--- config.mk ---
export PLATFORM = sky130hd
export DESIGN_NAME = ivm_vector_map
export DESIGN_NICKNAME = d
export VERILOG_FILES = /design/src/ivm_vector_map.v /design/src/ivm_pri_slot.v /design/src/ivm_arbiter.v
export VERILOG_INCLUDE_DIRS = /design/src
export SDC_FILE = /design/constraint.sdc
export NUM_CORES = 1
export LEC_CHECK = 0
export BUFFER_PORTS_ARGS = -buffer_cell sky130_fd_sc_hd__buf_2
export CELL_PAD_IN_SITES_DETAIL_PLACEMENT = 2
export CELL_PAD_IN_SITES_GLOBAL_PLACEMENT = 2
export CORE_UTILIZATION = 37
export DETAILED_ROUTE_END_ITERATION = 16
export PLACE_DENSITY = 0.79
export SLEW_MARGIN = 20
export SYNTH_ARGS = -nofsm -noshare
export SYNTH_HDL_FRONTEND = slang
export SYNTH_HIERARCHICAL = 1
export SYNTH_SLANG_ARGS = --single-unit
--- constraint.sdc ---
create_clock -name aclk -period 57.6 [get_ports aclk]
set_clock_uncertainty 0.2 [all_clocks]
set_input_delay 5.76 -clock aclk [delete_from_list [all_inputs] [get_ports aclk]]
set_output_delay 5.76 -clock aclk [all_outputs]
set_load 0.05 [all_outputs]
--- src/ivm_map.vh ---
// Constants for the interrupt vector map: register offsets, field layout,
// reset values and the vector/request/table figures of each mapped source.
// Assumes inclusion by bare name from the design files.
`ifndef IVM_MAP_VH
`define IVM_MAP_VH

// Register byte offsets on the AXI4-Lite bus
`define IVM_OFF_FLAG0    12'h000
`define IVM_OFF_FLAG1    12'h004
`define IVM_OFF_FLAG2    12'h008
`define IVM_OFF_EN0      12'h010
`define IVM_OFF_EN1      12'h014
`define IVM_OFF_EN2      12'h018
`define IVM_OFF_PRI_BASE 12'h040
`define IVM_OFF_VEC      12'h080
`define IVM_OFF_ACK      12'h084
`define IVM_OFF_MASK     12'h088
`define IVM_OFF_STAT     12'h08c

// Priority words: eleven of them, indices 0..10
`define IVM_PRI_WORDS    11
`define IVM_FLAG_RESET   16'h0000
`define IVM_EN_RESET     16'h0000
`define IVM_PRI_RESET    16'h4444
`define IVM_MASK_RESET   2'h0

// Event status bits
`define IVM_EV_REQ       0
`define IVM_EV_ACK       1

// Linear request line index = word*16 + bit (request numbers 0..47)
`define IVM_NREQ         48

// Vector number is request number plus this offset
`define IVM_VEC_BASE     8'h08
// Table entry is base plus twice the request number
`define IVM_TBL_BASE     24'h000014

// Valid (implemented) request mask: reserved 15, gaps of the variant
`define IVM_VALID_W0     16'h7fff
`define IVM_VALID_W1     16'hffff
`define IVM_VALID_W2     16'h01ff
// Request numbers that exist only on variants having the CAN port
`define IVM_CAN_W2       16'h000c

`endif

--- src/ivm_vector_map.v ---
// Top of the interrupt vector map. Peripheral request pulses set pending
// flags; enables and priority words gate them; the winner is offered to
// the core as a vector number and a table entry address.
// Assumes one clock, synchronous active-low reset, AXI4-Lite master.
//
// The register offsets and register access over AXI4-Lite are this design's own decisions.
`include "ivm_map.vh"

module ivm_vector_map #(
    parameter HAS_CAN = 1
) (
    aclk,
    aresetn,
    src_req,
    core_ack,
    core_req,
    core_vector,
    core_irq_num,
    core_tbl_addr,
    core_level,
    irq,
    s_axi_awaddr,
    s_axi_awvalid,
    s_axi_awready,
    s_axi_wdata,
    s_axi_wstrb,
    s_axi_wvalid,
    s_axi_wready,
    s_axi_bresp,
    s_axi_bvalid,
    s_axi_bready,
    s_axi_araddr,
    s_axi_arvalid,
    s_axi_arready,
    s_axi_rdata,
    s_axi_rresp,
    s_axi_rvalid,
    s_axi_rready
);
    input wire aclk;
    input wire aresetn;
    input wire [47:0] src_req;
    input wire core_ack;
    output reg core_req;
    output reg [7:0] core_vector;
    output reg [5:0] core_irq_num;
    output reg [23:0] core_tbl_addr;
    output reg [2:0] core_level;
    output reg irq;
    input wire [11:0] s_axi_awaddr;
    input wire s_axi_awvalid;
    output reg s_axi_awready;
    input wire [31:0] s_axi_wdata;
    input wire [3:0] s_axi_wstrb;
    input wire s_axi_wvalid;
    output reg s_axi_wready;
    output reg [1:0] s_axi_bresp;
    output reg s_axi_bvalid;
    input wire s_axi_bready;
    input wire [11:0] s_axi_araddr;
    input wire s_axi_arvalid;
    output reg s_axi_arready;
    output reg [31:0] s_axi_rdata;
    output reg [1:0] s_axi_rresp;
    output reg s_axi_rvalid;
    input wire s_axi_rready;

    localparam NPRI = `IVM_PRI_WORDS;

    // Implemented request lines; CAN lines drop out on other variants
    wire [47:0] valid_req;
    assign valid_req = {`IVM_VALID_W2 & (HAS_CAN ? 16'hffff : ~`IVM_CAN_W2),
                        `IVM_VALID_W1, `IVM_VALID_W0};

    reg [47:0] flag_r;     // Pending flags, three 16-bit words
    reg [47:0] en_r;       // Enable bits, same layout
    reg [1:0] mask_r;      // Event interrupt mask
    reg [1:0] stat_r;      // Sticky event status
    reg [15:0] wr_mask;    // Byte-enable expansion, low half only

    // Write channel capture: address and data may come in either order
    reg aw_hold_r;
    reg w_hold_r;
    reg [11:0] aw_addr_r;
    reg [31:0] w_data_r;
    reg [3:0] w_strb_r;
    wire wr_go;
    assign wr_go = aw_hold_r && w_hold_r && !s_axi_bvalid;

    // Priority words, one slot each, written through their own strobe
    wire [15:0] pri_word [0:NPRI-1];
    wire [NPRI*16-1:0] pri_bus;
    genvar g;
    generate
        for (g = 0; g < NPRI; g = g + 1) begin : g_pri
            ivm_pri_slot #(
                .RESET_VAL(`IVM_PRI_RESET)
            ) u_slot (
                .aclk(aclk),
                .aresetn(aresetn),
                .wr_en(wr_go && aw_addr_r == (`IVM_OFF_PRI_BASE + g * 4)),
                .wr_data(w_data_r[15:0]),
                .word(pri_word[g])
            );
            assign pri_bus[g*16 +: 16] = pri_word[g];
        end
    endgenerate

    // Field k of request n lives in word n/4, bits (n%4)*4+2 : (n%4)*4,
    // which puts request 1 at bits 6:4 of word 0 and 40 at 2:0 of word 10
    wire [47*3+2:0] pri_flat;
    generate
        for (g = 0; g < 48; g = g + 1) begin : g_field
            if (g / 4 < NPRI) begin : g_have
                assign pri_flat[g*3 +: 3] = pri_bus[(g/4)*16 + (g%4)*4 +: 3];
            end else begin : g_none
                assign pri_flat[g*3 +: 3] = 3'h0;
            end
        end
    endgenerate

    // A line competes only with flag and enable both set
    wire [47:0] active;
    assign active = flag_r & en_r & valid_req;

    wire found;
    wire [5:0] win_idx;
    wire [2:0] win_pri;
    ivm_arbiter #(
        .NREQ(`IVM_NREQ)
    ) u_arb (
        .active(active),
        .pri_flat(pri_flat),
        .found(found),
        .win_idx(win_idx),
        .win_pri(win_pri)
    );

    // Acknowledge clears the offered flag, but a fresh pulse wins
    wire ack_take;
    assign ack_take = core_ack && core_req;
    wire [47:0] ack_clr;
    assign ack_clr = ack_take ? (48'h1 << core_irq_num) : 48'h0;
    reg [47:0] sw_clr;     // Software clears, write one to clear

    always @* begin
        wr_mask = {{8{w_strb_r[1]}}, {8{w_strb_r[0]}}};
        sw_clr = 48'h0;
        if (wr_go) begin
            if (aw_addr_r == `IVM_OFF_FLAG0) begin
                sw_clr[15:0] = w_data_r[15:0] & wr_mask;
            end else if (aw_addr_r == `IVM_OFF_FLAG1) begin
                sw_clr[31:16] = w_data_r[15:0] & wr_mask;
            end else if (aw_addr_r == `IVM_OFF_FLAG2) begin
                sw_clr[47:32] = w_data_r[15:0] & wr_mask;
            end
        end
    end

    // Pending flags: set by source pulse, set beats clear in one cycle
    always @(posedge aclk) begin
        if (!aresetn) begin
            flag_r <= {`IVM_FLAG_RESET, `IVM_FLAG_RESET, `IVM_FLAG_RESET};
        end else begin
            flag_r <= ((flag_r & ~(sw_clr | ack_clr)) | src_req) & valid_req;
        end
    end

    // Enables, mask and write response
    always @(posedge aclk) begin
        if (!aresetn) begin
            en_r <= {`IVM_EN_RESET, `IVM_EN_RESET, `IVM_EN_RESET};
            mask_r <= `IVM_MASK_RESET;
            s_axi_bvalid <= 1'b0;
            s_axi_bresp <= 2'h0;
        end else begin
            if (s_axi_bvalid && s_axi_bready) begin
                s_axi_bvalid <= 1'b0;
            end
            if (wr_go) begin
                s_axi_bvalid <= 1'b1;
                s_axi_bresp <= 2'h0;
                if (aw_addr_r == `IVM_OFF_EN0) begin
                    en_r[15:0] <= ((en_r[15:0] & ~wr_mask) | (w_data_r[15:0] & wr_mask))
                                  & `IVM_VALID_W0;
                end else if (aw_addr_r == `IVM_OFF_EN1) begin
                    en_r[31:16] <= ((en_r[31:16] & ~wr_mask) | (w_data_r[15:0] & wr_mask))
                                   & `IVM_VALID_W1;
                end else if (aw_addr_r == `IVM_OFF_EN2) begin
                    en_r[47:32] <= ((en_r[47:32] & ~wr_mask) | (w_data_r[15:0] & wr_mask))
                                   & valid_req[47:32];
                end else if (aw_addr_r == `IVM_OFF_MASK) begin
                    mask_r <= w_data_r[1:0];
                end else if (aw_addr_r == `IVM_OFF_FLAG0 || aw_addr_r == `IVM_OFF_FLAG1 ||
                             aw_addr_r == `IVM_OFF_FLAG2 || aw_addr_r == `IVM_OFF_STAT ||
                             aw_addr_r == `IVM_OFF_ACK ||
                             (aw_addr_r >= `IVM_OFF_PRI_BASE &&
                              aw_addr_r < `IVM_OFF_PRI_BASE + NPRI * 4)) begin
                    s_axi_bresp <= 2'h0;
                end else begin
                    s_axi_bresp <= 2'h2; // Unmapped: slave error
                end
            end
        end
    end

    // Write address and data hold until both are present
    always @(posedge aclk) begin
        if (!aresetn) begin
            aw_hold_r <= 1'b0;
            w_hold_r <= 1'b0;
            aw_addr_r <= 12'h000;
            w_data_r <= 32'h00000000;
            w_strb_r <= 4'h0;
            s_axi_awready <= 1'b0;
            s_axi_wready <= 1'b0;
        end else begin
            s_axi_awready <= !aw_hold_r && !s_axi_awready && s_axi_awvalid;
            s_axi_wready <= !w_hold_r && !s_axi_wready && s_axi_wvalid;
            if (s_axi_awvalid && s_axi_awready) begin
                aw_hold_r <= 1'b1;
                aw_addr_r <= {s_axi_awaddr[11:2], 2'b00};
            end
            if (s_axi_wvalid && s_axi_wready) begin
                w_hold_r <= 1'b1;
                w_data_r <= s_axi_wdata;
                w_strb_r <= s_axi_wstrb;
            end
            if (wr_go) begin
                aw_hold_r <= 1'b0;
                w_hold_r <= 1'b0;
            end
        end
    end

    // Sticky events: new request offered, acknowledge taken; write one clears
    wire [1:0] ev_set;
    assign ev_set = {ack_take, found && !core_req};
    wire [1:0] ev_clr;
    assign ev_clr = (wr_go && aw_addr_r == `IVM_OFF_STAT) ? w_data_r[1:0] : 2'h0;

    always @(posedge aclk) begin
        if (!aresetn) begin
            stat_r <= 2'h0;
            irq <= 1'b0;
        end else begin
            stat_r <= (stat_r & ~ev_clr) | ev_set;
            irq <= |(((stat_r & ~ev_clr) | ev_set) & mask_r);
        end
    end

    // Core-facing vector: vector = request + 8, entry = 0x14 + 2*request
    always @(posedge aclk) begin
        if (!aresetn) begin
            core_req <= 1'b0;
            core_vector <= 8'h00;
            core_irq_num <= 6'h00;
            core_tbl_addr <= 24'h000000;
            core_level <= 3'h0;
        end else if (ack_take) begin
            core_req <= 1'b0; // One idle cycle so the cleared flag settles
        end else begin
            core_req <= found;
            core_irq_num <= win_idx;
            core_level <= win_pri;
            core_vector <= `IVM_VEC_BASE + {2'b00, win_idx};
            core_tbl_addr <= `IVM_TBL_BASE + {17'h00000, win_idx, 1'b0};
        end
    end

    // Read channel: one read at a time, decode by address
    always @(posedge aclk) begin
        if (!aresetn) begin
            s_axi_arready <= 1'b0;
            s_axi_rvalid <= 1'b0;
            s_axi_rdata <= 32'h00000000;
            s_axi_rresp <= 2'h0;
        end else begin
            s_axi_arready <= !s_axi_arready && !s_axi_rvalid && s_axi_arvalid;
            if (s_axi_rvalid && s_axi_rready) begin
                s_axi_rvalid <= 1'b0;
            end
            if (s_axi_arvalid && s_axi_arready) begin
                s_axi_rvalid <= 1'b1;
                s_axi_rresp <= 2'h0;
                s_axi_rdata <= 32'h00000000;
                if (s_axi_araddr[11:2] == `IVM_OFF_FLAG0 >> 2) begin
                    s_axi_rdata[15:0] <= flag_r[15:0];
                end else if (s_axi_araddr[11:2] == `IVM_OFF_FLAG1 >> 2) begin
                    s_axi_rdata[15:0] <= flag_r[31:16];
                end else if (s_axi_araddr[11:2] == `IVM_OFF_FLAG2 >> 2) begin
                    s_axi_rdata[15:0] <= flag_r[47:32];
                end else if (s_axi_araddr[11:2] == `IVM_OFF_EN0 >> 2) begin
                    s_axi_rdata[15:0] <= en_r[15:0];
                end else if (s_axi_araddr[11:2] == `IVM_OFF_EN1 >> 2) begin
                    s_axi_rdata[15:0] <= en_r[31:16];
                end else if (s_axi_araddr[11:2] == `IVM_OFF_EN2 >> 2) begin
                    s_axi_rdata[15:0] <= en_r[47:32];
                end else if (s_axi_araddr >= `IVM_OFF_PRI_BASE &&
                             s_axi_araddr < `IVM_OFF_PRI_BASE + NPRI * 4) begin
                    s_axi_rdata[15:0] <= pri_bus[(s_axi_araddr[5:2]) * 16 +: 16];
                end else if (s_axi_araddr[11:2] == `IVM_OFF_VEC >> 2) begin
                    // Live view of the offered vector and its table entry
                    s_axi_rdata <= {core_req, core_tbl_addr[22:0], core_vector};
                end else if (s_axi_araddr[11:2] == `IVM_OFF_MASK >> 2) begin
                    s_axi_rdata[1:0] <= mask_r;
                end else if (s_axi_araddr[11:2] == `IVM_OFF_STAT >> 2) begin
                    s_axi_rdata[1:0] <= stat_r;
                end else if (s_axi_araddr[11:2] == `IVM_OFF_ACK >> 2) begin
                    s_axi_rdata[2:0] <= core_level;
                end else begin
                    s_axi_rresp <= 2'h2; // Unmapped read: slave error, zero data
                end
            end
        end
    end
endmodule // ivm_vector_map

--- src/ivm_pri_slot.v ---
// One priority word slot: four 3-bit priority fields held in a 16-bit word.
// Assumes a synchronous active-low reset and a one-cycle write strobe.
module ivm_pri_slot #(
    parameter [15:0] RESET_VAL = 16'h4444
) (
    aclk,
    aresetn,
    wr_en,
    wr_data,
    word
);
    input wire aclk;
    input wire aresetn;
    input wire wr_en;
    input wire [15:0] wr_data;
    output reg [15:0] word;

    // Only bits 14:12, 10:8, 6:4, 2:0 hold fields; the gaps stay zero
    localparam [15:0] FIELD_MASK = 16'h7777;

    // Word register, reserved gaps forced low on write
    always @(posedge aclk) begin
        if (!aresetn) begin
            word <= RESET_VAL & FIELD_MASK;
        end else if (wr_en) begin
            word <= wr_data & FIELD_MASK;
        end
    end
endmodule // ivm_pri_slot

--- src/ivm_arbiter.v ---
// Picks the winning request: highest programmed priority, ties going to
// the lowest request number (natural order). Purely combinational.
// Assumes pending and priority vectors are already gated by the caller.
module ivm_arbiter #(
    parameter NREQ = 48
) (
    active,
    pri_flat,
    found,
    win_idx,
    win_pri
);
    input wire [NREQ-1:0] active;
    input wire [NREQ*3-1:0] pri_flat;
    output reg found;
    output reg [5:0] win_idx;
    output reg [2:0] win_pri;

    integer i;
    reg [2:0] p;

    // Scan from high to low index; non-strict greater-or-equal lets the lower
    // index replace an equal one, so the lowest number wins a tie
    always @* begin
        found = 1'b0;
        win_idx = 6'h00;
        win_pri = 3'h0;
        p = 3'h0;
        for (i = NREQ - 1; i >= 0; i = i - 1) begin
            p = pri_flat[i*3 +: 3];
            // Priority zero means the source is disabled in the core
            if (active[i] && (p != 3'h0) && (!found || p >= win_pri)) begin
                found = 1'b1;
                win_idx = i[5:0];
                win_pri = p;
            end
        end
    end
endmodule // ivm_arbiter

Yosys cells after proc, flatten, opt, wreduce, memory -nomap -nowiden. Index checks and enable logic that the tools add are counted.

Register bits: 330. Input port bits: 116. Output and inout bits: 84. Logic and storage cells: 551.

$add $sub $neg: 2. Order comparisons: 43. Equality and inequality tests: 28. Shifts and indexed selects: 2. Mux-type cells: 169. Bitwise operators: 21. Reduce and logical (&&, ||, !) cells: 250.

Operator list (number): 16-bit 2-to-1 mux (16); 6-bit 2-to-1 mux (40); 176-bit by 9-bit indexed part select with 16-bit output (1); 3-bit 2-to-1 mux (42); 3-bit nonzero test (40); 3-bit >= comparator (39); 10-bit by 5-bit == test with 1-bit output, second input constant (11); 1-bit logical AND (108); 41-bit AND (2); 41-bit 2-to-1 mux (2); 41-bit bitwise OR (2); 10-bit by 6-bit == test with 1-bit output, second input constant (7); 10-bit by 3-bit == test with 1-bit output, second input constant (6); 1-bit logical NOT (47); 1-bit 2-to-1 mux (46); 1-bit logical OR (44); 41-bit NOT (1); 1-bit by 6-bit left shift with 41-bit output, first input constant (1); 2-bit 2-to-1 mux (19); 16-bit AND (2); 29-bit 2-to-1 mux (1); 25-bit 2-to-1 mux (1); 12-bit by 7-bit >= comparator with 1-bit output, second input constant (2); 12-bit by 7-bit < comparator with 1-bit output, second input constant (2); 23 further kinds (33).

Logic depth before layout (Yosys ltp).
Depth after elaboration: 163. Gate-level depth with buffers: 332. Gate-level depth less buffers: 328.

Cells and area by module. Netlist, hierarchy kept.

Modules (own cells, without submodules): ivm_vector_map (instances 1, cells an instance 1165, area each 9507.9 um^2, sequential area each 3183.1 um^2); ivm_arbiter (instances 1, cells an instance 1241, area each 8528.2 um^2, sequential area each 0.0 um^2); ivm_pri_slot (instances 11, cells an instance 43, area each 474.2 um^2, sequential area each 240.2 um^2).

Least setup slack after synthesis. OpenSTA, ideal clock, no wires.

Path kind: register to register. Start point: reg g_pri[10].u_slot.word[1]. End point: reg core_tbl_addr[6]. Library setup time: 0.070 ns. Arrival time: 52.782 ns. Data required time: 57.330 ns. Setup slack: 4.548 ns. Cell stages (with the launch flop): 274. Buffers on the path: 4. Period minus slack after synthesis: 53.052 ns. Cell sequence: dfxtp_1 -> o31a_1 -> nor2b_1 -> a31oi_1 -> inv_1 -> nand2_1 -> o21ai_0 -> ha_1 -> nand2b_1 -> o31ai_1 -> a21boi_0 -> o31ai_1 -> o211ai_1 -> o21a_1 -> ha_1 -> nand2b_1 -> a21boi_0 -> o211ai_1 -> [... 238 more ...] -> a21oi_1 -> a21o_1 -> buf_2 -> nor2_1 -> a21oi_1 -> ha_1 -> nand2b_1 -> a21oi_1 -> nor2b_1 -> o31ai_1 -> nand2_1 -> nor4_1 -> inv_1 -> ha_1 -> a21oi_1 -> xnor2_1 -> nand2_1 -> a21oi_1.

Word-level cells in the longest chain between the ends: 160. Elaborated cells on any way between the ends: 277. Those cells by class: 1 x add/sub; 39 x order compare; 118 x mux; 119 x reduce/logical.

RTL lines: from (decl) (RTL line ivm_pri_slot.v:16) `output reg [15:0] word;`; from (signal assigned) (RTL line ivm_pri_slot.v:24) `word <= RESET_VAL & FIELD_MASK;`; from (signal assigned) (RTL line ivm_pri_slot.v:26) `word <= wr_data & FIELD_MASK;`; 3-bit nonzero test (RTL line ivm_arbiter.v:32) `if (active[i] && (p != 3'h0) && (!found || p >= win_pri)) begin`; 1-bit logical AND (RTL line ivm_arbiter.v:32); 3-bit 2-to-1 mux / 1-bit 2-to-1 mux (equally long branches) (RTL line ivm_arbiter.v:32); 3-bit >= comparator / 1-bit logical NOT (equally long branches) (RTL line ivm_arbiter.v:32); 1-bit logical OR (RTL line ivm_arbiter.v:32); 1-bit logical AND (RTL line ivm_arbiter.v:32); 3-bit 2-to-1 mux / 1-bit 2-to-1 mux (equally long branches) (RTL line ivm_arbiter.v:32); 3-bit >= comparator / 1-bit logical NOT (equally long branches) (RTL line ivm_arbiter.v:32); [... 145 more ...]; 1-bit logical AND (RTL line ivm_arbiter.v:32); 3-bit 2-to-1 mux / 1-bit 2-to-1 mux (equally long branches) (RTL line ivm_arbiter.v:32); 3-bit >= comparator / 1-bit logical NOT (equally long branches) (RTL line ivm_arbiter.v:32); 1-bit logical OR (RTL line ivm_arbiter.v:32); 1-bit logical AND (RTL line ivm_arbiter.v:32); 6-bit 2-to-1 mux (*) (RTL line ivm_arbiter.v:32); net win_idx[3] (RTL line ivm_vector_map.v:127) `wire [5:0] win_idx;`; 5-bit by 7-bit adder with 8-bit output (no line) (*); to (signal assigned) (RTL line ivm_vector_map.v:267) `` core_tbl_addr <= `IVM_TBL_BASE + {17'h00000, win_idx, 1'b0}; ``; to (decl) (RTL line ivm_vector_map.v:47) `output reg [23:0] core_tbl_addr;`.

Mark *: on every way through the listed nets, which the timed path passes. The rest lies on a longest branch. A chain may end at the register's enable or synchronous reset.

Worst setup path after layout. Same ends and word-level chain as after synthesis.

==> impl_results.md <==
* Max-capacitance violation count at 0
* Switching Fraction at 0.3658
* Vias/cell at about 6
* Initial DRC count at between 1500 and 2000
* Warnings, synthesis at 6
* Switching Power at between 0.2 and 0.25 mW
* Met3 wire length at approximately 5.8 mm
* Largest fanout on the critical path at 7
* CTS Hold Bufs at 0
* Vias at about 25000
* Total gr overflow at 0
* Mux cell area share after synthesis at 0.1237
* CTS tree: done
* Wire per inst at ~28 um
* Post-synthesis xor/xnor area fraction at 0.001507
* Flop pwr share at 0.314
* Status: completed
* Core area at 0.06194 mm^2
* Worst setup path start: g_pri[10].u_slot/word[1]$_SDFFE_PN0P_
* RePlAce Congestion at just under 1
* Clock Sinks at slightly below 300
* Relative slew margins at 0.2560
* Crit Path Class: reg -> reg
* I/O Buffers at ~130
* Post-DRT Antenna Nets at 0
* Area growth syn-to-layout at 17.08%
* Highest routed layer: met5
* HP Start: w_data_r[4]$_SDFFE_PN0P_
* Rows at 91
* Clock latency on the worst-skew pair at roughly 0.54 ns
* Top cell by count, worst path: ha_1
* Final period util at 0.9805
* Async S/R FF share, synth at 0
* Synth Flop Type: dfxtp_1
* Clock power share at 0.335
* Max VDD drop at between 0.00002 and 0.000025 V
* Clock Tree Root: clkbuf_16
* Antenna violations before repair at 6
* Commonest non-fill, non-tap cell in the layout: nand2_1
* Place WS at -2.039 ns
* Slowest cell on the critical path: or4_4
* Synth Area in Compound Gates at 0.2711
* Crit. End Element: register
* Most frequent cells in the layout: nand2_1 (301), dfxtp_1 (286), mux2i_1 (194), nor2_1 (192), a21oi_1 (182)
* Reg clk slew, reported paths at 0.06 ns
* Die Span Y at around 250 um
* Simple logic cell fraction of the synthesized area at 0.2187
* Final Max Tran Viols at 0
* CP startpoint kind: register
* Mapped cell area at around 0.023 mm^2
* Hold WC Path Type: reg -> reg
* EDFF count, synth at 0
* Vias in the first global route at approximately 26000
* Largest net degree at the start of global routing at around 110
* Share of cells above drive strength 1 at 0.1894
* Routed WL at roughly 110 mm
* Least-Margin Pin Slew at ~1.1 ns
* Critical Path RT at roughly 58 ns
* Num CTS Buffers at 34
* CTS Buffer Depth at 3
* Final HPWL DP at 80.90 mm
* Netlist cell types at approximately 120
* Cells after Synth at 2879
* Wl on met1 at between 40 and 50 mm
* Synth Area in Adders at 0.06086
* Comb pwr share at 0.350
* Metal2 WL at 53.65 mm
* Crit-path max cell delay at between 0.4 and 0.5 ns
* Gr usage total at 0.3255
* Cell area power density at ~25 mW/mm^2
* Final Power at between 0.6 and 0.7 mW
* Die area at between 0.06 and 0.07 mm^2
* Die X at 252.7 um
* Worst r2r src: g_pri[10].u_slot/word[1]$_SDFFE_PN0P_
* Final Critical Period at between 50 and 60 ns
* Layout Nets at about 3400
* Post-route worst setup slack at 1.123 ns
* Io pins at 200
* Initial Util at 0.3754
* 1st-pass router iterations at 5
* Avg Cell Area, Syn at ~8.1 um^2
* P_leak at ~11 nW
* Achievable clock frequency at 17.71 MHz
* Largest family of logic cells by synthesized area: compound AO/OA/AOI/OAI gates
* Cell-internal power at 0.4327 mW
* Sequential cell area fraction in the yosys report at 0.2505
* Final setup violation count at 0
* Final Hold Fails at 0
* Arr. time, crit path at roughly 57 ns
* DR DRC count at 0
* H-tree depth at 2
* First-pass GRT wire length at between 150 and 200 mm
* Post-synthesis register bit count at approximately 290
[final cells by class]
class                      count  area, um^2
fill                        6964       34710
multi-input combinational   2394       16790
sequential                   291        5834
timing repair buffer         299        1918
tap                          837        1047
clock buffer                  48        1007
inverter                     130       488.0
clock inverter                11       136.4
antenna                        2       5.005
[final timing paths]
path / endpoint / slack, ns / depth (start not counted)
worst max register to register: core_tbl_addr[6]$_SDFFE_PN0N_ / 1.12 / 277
worst min register to register: w_data_r[4]$_SDFFE_PN0P_ / 0.26 / 2
worst max-delay path: core_tbl_addr[6]$_SDFFE_PN0N_ / 1.12 / 277
worst min-delay path: w_data_r[4]$_SDFFE_PN0P_ / 0.26 / 2
[metal layers]
metal	vias up	track usage
met4	4	0.1588
met3	270	0.03584
met2	854	0.5581
li1	10884	-
met1	12602	0.4039
met5	-	0
[power by group through the flow]
stage / Sequential [mW] / Clock, mW / Combinational (mW)
floorplan: 0.223 / 0 / 0.145
global placement: 0.218 / 0 / 0.199
global route: 0.215 / 0.237 / 0.255
detailed placement: 0.218 / 0 / 0.209
CTS: 0.214 / 0.229 / 0.215
finish: 0.214 / 0.229 / 0.239
[critical path, delay by kind of cell, from the launching register on]
| kind | cells | cell delay [ns] |
|---|---|---|
| mux | 13 | 4.12 |
| compound gates | 117 | 22.67 |
| fa+ha+maj | 48 | 13.67 |
| buf+inv | 17 | 2.16 |
| flops | 1 | 0.38 |
| xor+xnor | 1 | 0.15 |
| simple gates | 81 | 12.95 |
[cell families after synthesis]
family,Yosys count
AOI/OAI and AO/OA,876
buffers and inverters,322
muxes,252
xor gates and xnor gates,4
adders and majority gates,115
other,12
and+or+nand+nor,1007
DFF,291
[stage by stage]
step	TNS (ns)	cells	hold WS, ns	area [um^2]	util
after detailed placement	-31.22	3906	0.2470	25190	0.4067
after global routing	-19.41	4010	0.2785	27220	0.4395
final	0	4012	0.2612	27220	0.4395
after CTS	0	3966	0.2607	26470	0.4273
after global placement	0	3906	0.2340	25190	0.4067
after floorplan	0	3007	0.2450	23730	-
[Yosys cell counts, types with 12 or more instances]
master / count / area [um^2]
buf_4: 91 / 683.2
nor3_1: 42 / 210.2
mux2_2: 30 / 337.8
dfxtp_1: 291 / 5826
o221ai_1: 20 / 175.2
and2_1: 69 / 431.7
a211o_1: 14 / 122.6
nand3_1: 68 / 340.3
o21a_1: 61 / 457.9
a21oi_2: 12 / 105.1
clkbuf_1: 67 / 251.5
buf_6: 13 / 146.4
buf_2: 14 / 70.07
o41ai_1: 15 / 131.4
o31a_1: 27 / 236.5
and3_1: 22 / 137.6
o211ai_1: 27 / 202.7
or3_1: 14 / 87.58
a21o_1: 39 / 292.8
a211oi_1: 20 / 150.1
nand4_1: 18 / 112.6
o31ai_1: 57 / 427.9
nand2b_1: 67 / 419.2
o21ai_0: 137 / 685.7
a21boi_0: 13 / 97.59
nor2_1: 196 / 735.7
a31oi_1: 39 / 244.0
o22ai_1: 14 / 87.58
conb_1: 12 / 45.04
mux2i_1: 196 / 1962
ha_1: 105 / 1314
a21oi_1: 195 / 975.9
nor2b_1: 123 / 769.5
a22oi_1: 12 / 90.09
nand2_1: 303 / 1137
a22o_1: 13 / 113.9
mux4_2: 25 / 563.0
or2_2: 21 / 131.4
inv_1: 128 / 480.5
[what timing repair did]
action / in CTS / in global routing
pin swaps: 1 / 41
buffers inserted: 1 / 44
cloned: 0 / 0
resized for setup: 34 / 105
endpoints found under the setup margin: 19 / 19
Note: power is estimated with default switching activity, not from simulation.
